==> src/rtl/strap_pkg.sv <==
// Purpose: Constants and types for the reset, strap and host port block
// Assumes: 40 MHz mclk, all pin inputs synchronous to mclk
// Notes: Overview of operation follows
// Overview of operation
// - Power-on reset pin low resets the device
// - Registers usable after 55 ms or ready bit
// - Pin 3 strap picks I2C or SPI
// - Pins 1 and 0 pick master clock rate
// - Processor owns general pins after strap period; code drives the irq_pin_sel pin from host_irq when irq_pin_en is set
// - Interrupt pin flags device status changes
// - Host drives shared serial clock pin
// - Serial input pin carries command, address, data
// - SPI read data out, else address select
// - Chip select frames SPI, else address select
package strap_pkg;

	// ==========================================================
	// Timing
	localparam int CLK_HZ = 40_000_000;
	localparam int STRAP_WAIT_MS = 55;
	localparam int STRAP_CYCLES = (CLK_HZ / 1000) * STRAP_WAIT_MS;
	localparam int CNT_W = 22;

	// ==========================================================
	// Register map
	localparam logic [7:0] REG_READY_ADDR = 8'h00;
	localparam int READY_BIT = 7;
	localparam logic [7:0] REG_READ_ZERO = 8'h00;

	// ==========================================================
	// Pin layout
	localparam int GPIO_N = 12;
	localparam int STRAP_MODE_PIN = 3;
	localparam int STRAP_RATE_LO = 0;
	localparam int STRAP_RATE_HI = 1;
	localparam int STATUS_W = 8;
	localparam logic [GPIO_N-1:0] GPIO_OFF = 12'h000;
	localparam logic [3:0] IRQ_PIN_RESET = 4'h0;

	// ==========================================================
	// Types
	typedef enum logic [2:0] {
		ST_RESET = 3'b001,
		ST_STRAP = 3'b010,
		ST_RUN = 3'b100
	} seq_state_t;

	typedef struct packed {
		logic i2c_mode;
		logic [1:0] clk_rate;
	} strap_t;

	localparam strap_t STRAP_RESET = 3'h0;

endpackage

==> src/rtl/reset_strap_host_port_select.sv <==
// Purpose: Power-on reset sequencing, strap capture, host pin routing
// Assumes: Serial protocol engine sits outside and uses the routed pins
// Notes: Pins other than an enabled interrupt pin released to processor when the strap window closes
`timescale 1ns/1ps
module reset_strap_host_port_select
	import strap_pkg::*;
#(
	parameter int STRAP_WAIT = STRAP_CYCLES
)
(
	input wire logic mclk, // 40 MHz clock
	input wire logic srst, // Sync reset, active high
	input wire logic ce, // Clock enable
	input wire logic pwr_n, // Power-on reset pin, active low
	input wire logic [GPIO_N-1:0] gpio_in, // General pin levels
	output logic [GPIO_N-1:0] gpio_out, // General pin drive values
	output logic [GPIO_N-1:0] gpio_oe, // General pin drive enables
	input wire logic [GPIO_N-1:0] proc_gpio_out, // Processor pin values
	input wire logic [GPIO_N-1:0] proc_gpio_oe, // Processor pin enables
	input wire logic irq_pin_en, // Interrupt output enabled
	input wire logic [3:0] irq_pin_sel, // Pin used as interrupt
	input wire logic [STATUS_W-1:0] dev_status, // Device status vector
	input wire logic isr_clear, // Service registers read
	input wire logic sck_scl_in, // Shared serial clock pin
	input wire logic si_sda_in, // Serial input or I2C data pin
	output logic si_sda_out, // I2C data drive value
	output logic si_sda_oe, // I2C data drive enable
	input wire logic host_serial_out_addr_sel_hi_in, // Out pin level
	output logic host_serial_out_addr_sel_hi_out, // SPI read bit
	output logic host_serial_out_addr_sel_hi_oe, // SPI read enable
	input wire logic host_select_n_addr_sel_lo, // Chip select pin
	input wire logic eng_sda_low, // Engine pulls data line low
	input wire logic eng_tx_bit, // Engine read data bit
	output logic eng_sck, // Serial clock to engine
	output logic eng_sdi, // Serial data to engine
	output logic eng_select, // SPI frame active
	output logic [1:0] i2c_addr_sel, // I2C address select bits
	input wire logic reg_rd, // Register read strobe
	input wire logic [7:0] reg_addr, // Register address
	output logic [7:0] reg_rdata, // Register read data
	output strap_t strap, // Latched strap settings
	output logic dev_ready, // Registers accessible
	output logic dev_reset, // Device held in reset
	output logic host_irq // Interrupt level
);

	// ==========================================================
	// Sequencer
	seq_state_t state;
	logic [CNT_W-1:0] cnt;
	logic strap_end;
	logic [STATUS_W-1:0] prev_status;
	logic status_change;
	logic host_live;

	assign strap_end = (cnt == CNT_W'(STRAP_WAIT - 1));
	assign status_change = (dev_status != prev_status);
	// Host pin drives drop on the same edge as ready when reset pin falls
	assign host_live = dev_ready && pwr_n;

	always_ff @(posedge mclk)
	begin
		if (srst)
			state <= ST_RESET;
		else if (ce)
		begin
			if (!pwr_n)
				state <= ST_RESET;
			else
			begin
				unique case (state)
					ST_RESET: state <= ST_STRAP;
					ST_STRAP:
					begin
						if (strap_end)
							state <= ST_RUN;
					end
					ST_RUN: state <= ST_RUN;
					default: state <= ST_RESET;
				endcase
			end
		end
	end

	always_ff @(posedge mclk)
	begin
		if (srst)
			cnt <= '0;
		else if (ce)
		begin
			if (state != ST_STRAP || !pwr_n)
				cnt <= '0;
			else if (!strap_end)
				cnt <= cnt + CNT_W'(1);
		end
	end

	always_ff @(posedge mclk)
	begin
		if (srst)
		begin
			dev_ready <= 1'b0;
			dev_reset <= 1'b1;
		end
		else if (ce)
		begin
			dev_ready <= pwr_n && (state == ST_RUN ||
				(state == ST_STRAP && strap_end));
			dev_reset <= !pwr_n || state == ST_RESET;
		end
	end

	// ==========================================================
	// Strap capture at close of strap window
	always_ff @(posedge mclk)
	begin
		if (srst)
			strap <= STRAP_RESET;
		else if (ce && pwr_n && state == ST_STRAP && strap_end)
		begin
			strap.i2c_mode <= gpio_in[STRAP_MODE_PIN];
			strap.clk_rate <= {gpio_in[STRAP_RATE_HI],
				gpio_in[STRAP_RATE_LO]};
		end
	end

	// ==========================================================
	// Status change interrupt, set wins over clear
	always_ff @(posedge mclk)
	begin
		if (srst)
		begin
			prev_status <= '0;
			host_irq <= 1'b0;
		end
		else if (ce)
		begin
			prev_status <= dev_status;
			if (state != ST_RUN || !pwr_n)
				host_irq <= 1'b0;
			else if (status_change)
				host_irq <= 1'b1;
			else if (isr_clear)
				host_irq <= 1'b0;
		end
	end

	// ==========================================================
	// General pins: quiet during straps, then processor owned except an enabled interrupt pin
	always_ff @(posedge mclk)
	begin
		if (srst)
		begin
			gpio_out <= GPIO_OFF;
			gpio_oe <= GPIO_OFF;
		end
		else if (ce)
		begin
			if (state == ST_RUN && pwr_n)
			begin
				for (int i = 0; i < GPIO_N; i++)
				begin
					if (irq_pin_en && irq_pin_sel == 4'(i))
					begin
						gpio_out[i] <= host_irq;
						gpio_oe[i] <= 1'b1;
					end
					else
					begin
						gpio_out[i] <= proc_gpio_out[i];
						gpio_oe[i] <= proc_gpio_oe[i];
					end
				end
			end
			else
			begin
				gpio_out <= GPIO_OFF;
				gpio_oe <= GPIO_OFF;
			end
		end
	end

	// ==========================================================
	// Host serial pin routing by strap mode
	always_ff @(posedge mclk)
	begin
		if (srst)
		begin
			eng_sck <= 1'b0;
			eng_sdi <= 1'b0;
			eng_select <= 1'b0;
			i2c_addr_sel <= 2'h0;
			si_sda_out <= 1'b0;
			si_sda_oe <= 1'b0;
			host_serial_out_addr_sel_hi_out <= 1'b0;
			host_serial_out_addr_sel_hi_oe <= 1'b0;
		end
		else if (ce)
		begin
			eng_sck <= sck_scl_in;
			eng_sdi <= si_sda_in;
			eng_select <= host_live && !strap.i2c_mode &&
				!host_select_n_addr_sel_lo;
			i2c_addr_sel <= strap.i2c_mode ?
				{host_serial_out_addr_sel_hi_in,
				host_select_n_addr_sel_lo} : 2'h0;
			si_sda_out <= 1'b0;
			si_sda_oe <= host_live && strap.i2c_mode &&
				eng_sda_low;
			host_serial_out_addr_sel_hi_out <= eng_tx_bit;
			host_serial_out_addr_sel_hi_oe <= host_live &&
				!strap.i2c_mode && !host_select_n_addr_sel_lo;
		end
	end

	// ==========================================================
	// Ready status register
	always_ff @(posedge mclk)
	begin
		if (srst)
			reg_rdata <= REG_READ_ZERO;
		else if (ce && reg_rd)
		begin
			reg_rdata <= REG_READ_ZERO;
			if (reg_addr == REG_READY_ADDR)
				reg_rdata[READY_BIT] <= dev_ready;
		end
	end
endmodule

==> config.mk <==
export PLATFORM = sky130hd
export DESIGN_NAME = reset_strap_host_port_select
export DESIGN_NICKNAME = d
export VERILOG_FILES = /design/src/rtl/strap_pkg.sv /design/src/rtl/reset_strap_host_port_select.sv
export SDC_FILE = /design/constraint.sdc
export NUM_CORES = 1
export LEC_CHECK = 0
export ABC_AREA = 1
export BUFFER_PORTS_ARGS = -buffer_cell sky130_fd_sc_hd__clkbuf_2
export CORE_UTILIZATION = 55
export CTS_CLUSTER_SIZE = 28
export DETAILED_ROUTE_END_ITERATION = 10
export GPL_TIMING_DRIVEN = 0
export PLACE_DENSITY = 0.87
export SYNTH_ARGS = -nofsm -noshare
export SYNTH_HDL_FRONTEND = slang
export SYNTH_SLANG_ARGS = --single-unit
==> constraint.sdc <==
create_clock -name mclk -period 3.6 [get_ports mclk]
set_clock_uncertainty 0.15 [all_clocks]
set_input_delay 0.72 -clock mclk [delete_from_list [all_inputs] [get_ports mclk]]
set_output_delay 0.72 -clock mclk [all_outputs]
set_load 0.02 [all_outputs]
==> results.md <==
- CTS tree: built
- Row count: 29
- Leak: 0.00202 uW
- CTS max path bufs: 2
- Inserted Diodes: 0
- Remaining DRCs: 6
- CP Capture Type: flop
- Port bufs: 96
- Fin cells: 749
- Mapped Cells: 553
- CP Max Fanout: 5
- CP arrival: 2.07 ns
- Crit Path Class: flop to flop
- Synth-to-Final Area Change: 21.9%
- Critical path's largest stage delay: 0.40 ns
- Final nets: 737
- Startpoint types: flop
- Final Slew Violations: 0
- Global-route wire length before repair: 17,000 um
- Final min period: 1.97 ns
- Max-slew headroom: 0.566
- Initial Util: 0.577
- Core area: 6460 um2
- CP max stage cell: dfxtp_1
- HPWL after detailed placement: 7560 um
- Final Util: 0.703
- Clk sinks: 71
- DRT Pass-1 Iters: 7
- Setup repair bufs after CTS: 0
- CP cell instances: ha_1 > nand2_1 > nor2_2 > nand3_2 > nor2_4 > nand2_1 > nand2_1 > nand2_1 > a21oi_1 > o21ai_0
- Synth unique cells: 38
- Htree depth: 3
- Placed Cells: 733
- CTS Buf Count: 9
- RSZ-0062 raised after global routing: no
- Die Span Y: 84.3 um
- GPL Wtd Cong: 0.878
- Total power: 1650 uW
- Setup-failing EPs final: 0
- Share of layout cells above drive strength 1: 0.241
- Cell Area, Synth: 3720 um2
- Worst hold path class: flop to flop
- Vias per cell: 5.23
- Failing checks: design-rule violations
- Die Width: 84.3 um
- F_max: 507 MHz
- Final worst-path cycle share: 0.548
- Max Cap Violations: 0
- Antenna violations before repair: 0
- Hold Fails Final Rpt: 0
- Peak VDD IR: 331 uV
- Worst slew pin tran: 0.651 ns
- Die area: 7110 um2
- Top delay family on crit path: simple AND/OR/NAND/NOR gates
- DR WL/cell: 13.2 um
- GRT Total Usage: 0.300
- Most used cell, CP: nand2_1
- Fillers: 551
- Clock Tree Root: clkbuf_8
- Initial drt markers: 191
- PostCTS Resize Cnt: 0
- Sequential-to-total area share from yosys stat: 0.382
- ANT nets after route: 0
- Synthesized area per cell: 6.74 um2
- Buf/Inv on CP: 0
- Flops & latches, synth: 71
- Total negative setup slack: 0 ns
- Pin count of the biggest net entering global routing: 15
- Worst Path Required: 3.70 ns
- Cts hold-fix bufs: 0
- Synth Warn #: 0
- Detailed Route WL: 9920 um
- GRT overflow: 0
- DR vias: 3,919
- Insertion delay to the later sink of the worst-skew pair: 0.37 ns
- Vias in the first global route: 3,865
- Top Ports: 116
- Clock-pin slew on the worst setup and hold paths: 0.08 ns
- Status: complete, but fails checks
- PwrDens: 362 nW/um2
[worst register-to-register path, delay by kind of cell, from the launching register on]
kind | cells | cell delay (ns)
AND/OR/NAND/NOR | 7 | 0.87
flip-flops | 1 | 0.40
AO/OA/AOI/OAI | 2 | 0.24
adder cells (fa/ha/maj) | 1 | 0.21
[metal layers]
metal	global-route usage	vias up	part of all wire
met5	0	-	0
met3	0.103	25	0.081
met4	0.141	0	0.023
met1	0.342	1758	0.41
li1	-	1991	-
met2	0.507	145	0.48
[cell usage in the layout (no fill, tap or decap), types with 3 or more instances in the layout]
cell type    n
clkbuf_8    10
nand4_1     11
nand3_1     26
buf_4       10
a21oi_2      9
nor2_1      76
a21oi_1     40
nor3_1      13
nor2_2       8
xor2_1       5
o21ai_0     30
clkbuf_1    14
o211ai_1    12
dfxtp_1     71
nand2_2      5
clkbuf_2    96
inv_1       58
inv_2        4
nand2_1    131
or2_2        3
conb_1       8
xnor2_1      4
[final cells by class]
class	instances	area, um2	share of cell area
multi-input combinational	398	1920	0.424
sequential	71	1420	0.313
inverter	63	236	0.0521
clock buffer	10	138	0.0303
buffer	28	169	0.0372
clock inverter	6	75.1	0.0165
timing repair buffer	96	480	0.106
tap	77	96.3	0.0212
[worst paths after layout]
check | start | end | slack, ns | cells past startpoint
max | cnt[0] | state[0] | 1.63 | 10
min | gpio_out[9] | gpio_out[9] | 0.32 | 2
max reg2reg | cnt[0] | state[0] | 1.63 | 10
min reg2reg | gpio_out[9] | gpio_out[9] | 0.32 | 2
[cell usage after synthesis]
cell | instances | share of area
dfxtp_1 | 71 | 0.38
nor3_1 | 13 | 0.017
buf_12 | 1 | 0.0054
inv_1 | 58 | 0.058
nand3_4 | 1 | 0.0047
inv_2 | 4 | 0.0040
nand4_2 | 1 | 0.0034
buf_6 | 1 | 0.0030
ha_1 | 1 | 0.0034
a21oi_2 | 9 | 0.021
clkinv_1 | 1 | 0.0010
xor2_1 | 5 | 0.012
o21ai_1 | 2 | 0.0027
or2_2 | 3 | 0.0050
nor2_1 | 76 | 0.077
nor3b_1 | 1 | 0.0020
conb_1 | 1 | 0.0010
a32oi_1 | 1 | 0.0024
a21oi_1 | 40 | 0.054
and3_1 | 1 | 0.0017
xnor2_1 | 4 | 0.0094
nand3_2 | 2 | 0.0054
buf_4 | 10 | 0.020
buf_2 | 2 | 0.0027
nor2_2 | 8 | 0.013
nor3_2 | 1 | 0.0027
o21bai_1 | 1 | 0.0020
nor2_4 | 1 | 0.0030
o21ai_0 | 30 | 0.040
nor4_1 | 2 | 0.0034
nand2_1 | 131 | 0.13
nand2_4 | 1 | 0.0030
nand2_2 | 5 | 0.0084
nand3_1 | 26 | 0.035
o211ai_1 | 12 | 0.024
nand3b_1 | 1 | 0.0020
clkbuf_1 | 14 | 0.014
nand4_1 | 11 | 0.018
[kinds of logic after synthesis]
kind of cell,share of synthesized area
other,0.00101
xor gates and xnor gates,0.0212
adders and majority gates,0.00336
AOI/OAI and AO/OA,0.146
buffers and inverters,0.109
DFF,0.382
and+or+nand+nor,0.338
[registers in the layout, summed over array words and instances (netlist names), 2 cells and up]
name,flops
cnt,22
gpio_oe,12
gpio_out,12
prev_status,8
state,3
strap,3
i2c_addr_sel,2
[report_power, final]
part	leakage (uW)	internal, uW	total, uW	switching [uW]
Clock	0.000105	350	690	341
Sequential	0.000575	796	803	6.88
Combinational	0.00134	58.9	152	93.5
Total	0.00202	1200	1650	441
[through the flow]
step / setup slack (ns) / hold WS (ns) / instance area (um2)
finish: 1.63 / 0.319 / 4540
global route: 1.41 / 0.336 / 4540
CTS: 1.64 / 0.319 / 4540
detailed placement: 1.34 / 0.306 / 4330
global placement: 1.34 / 0.304 / 4330
floorplan: 1.74 / 0.293 / 3750
(Power assumes the default switching activity.)
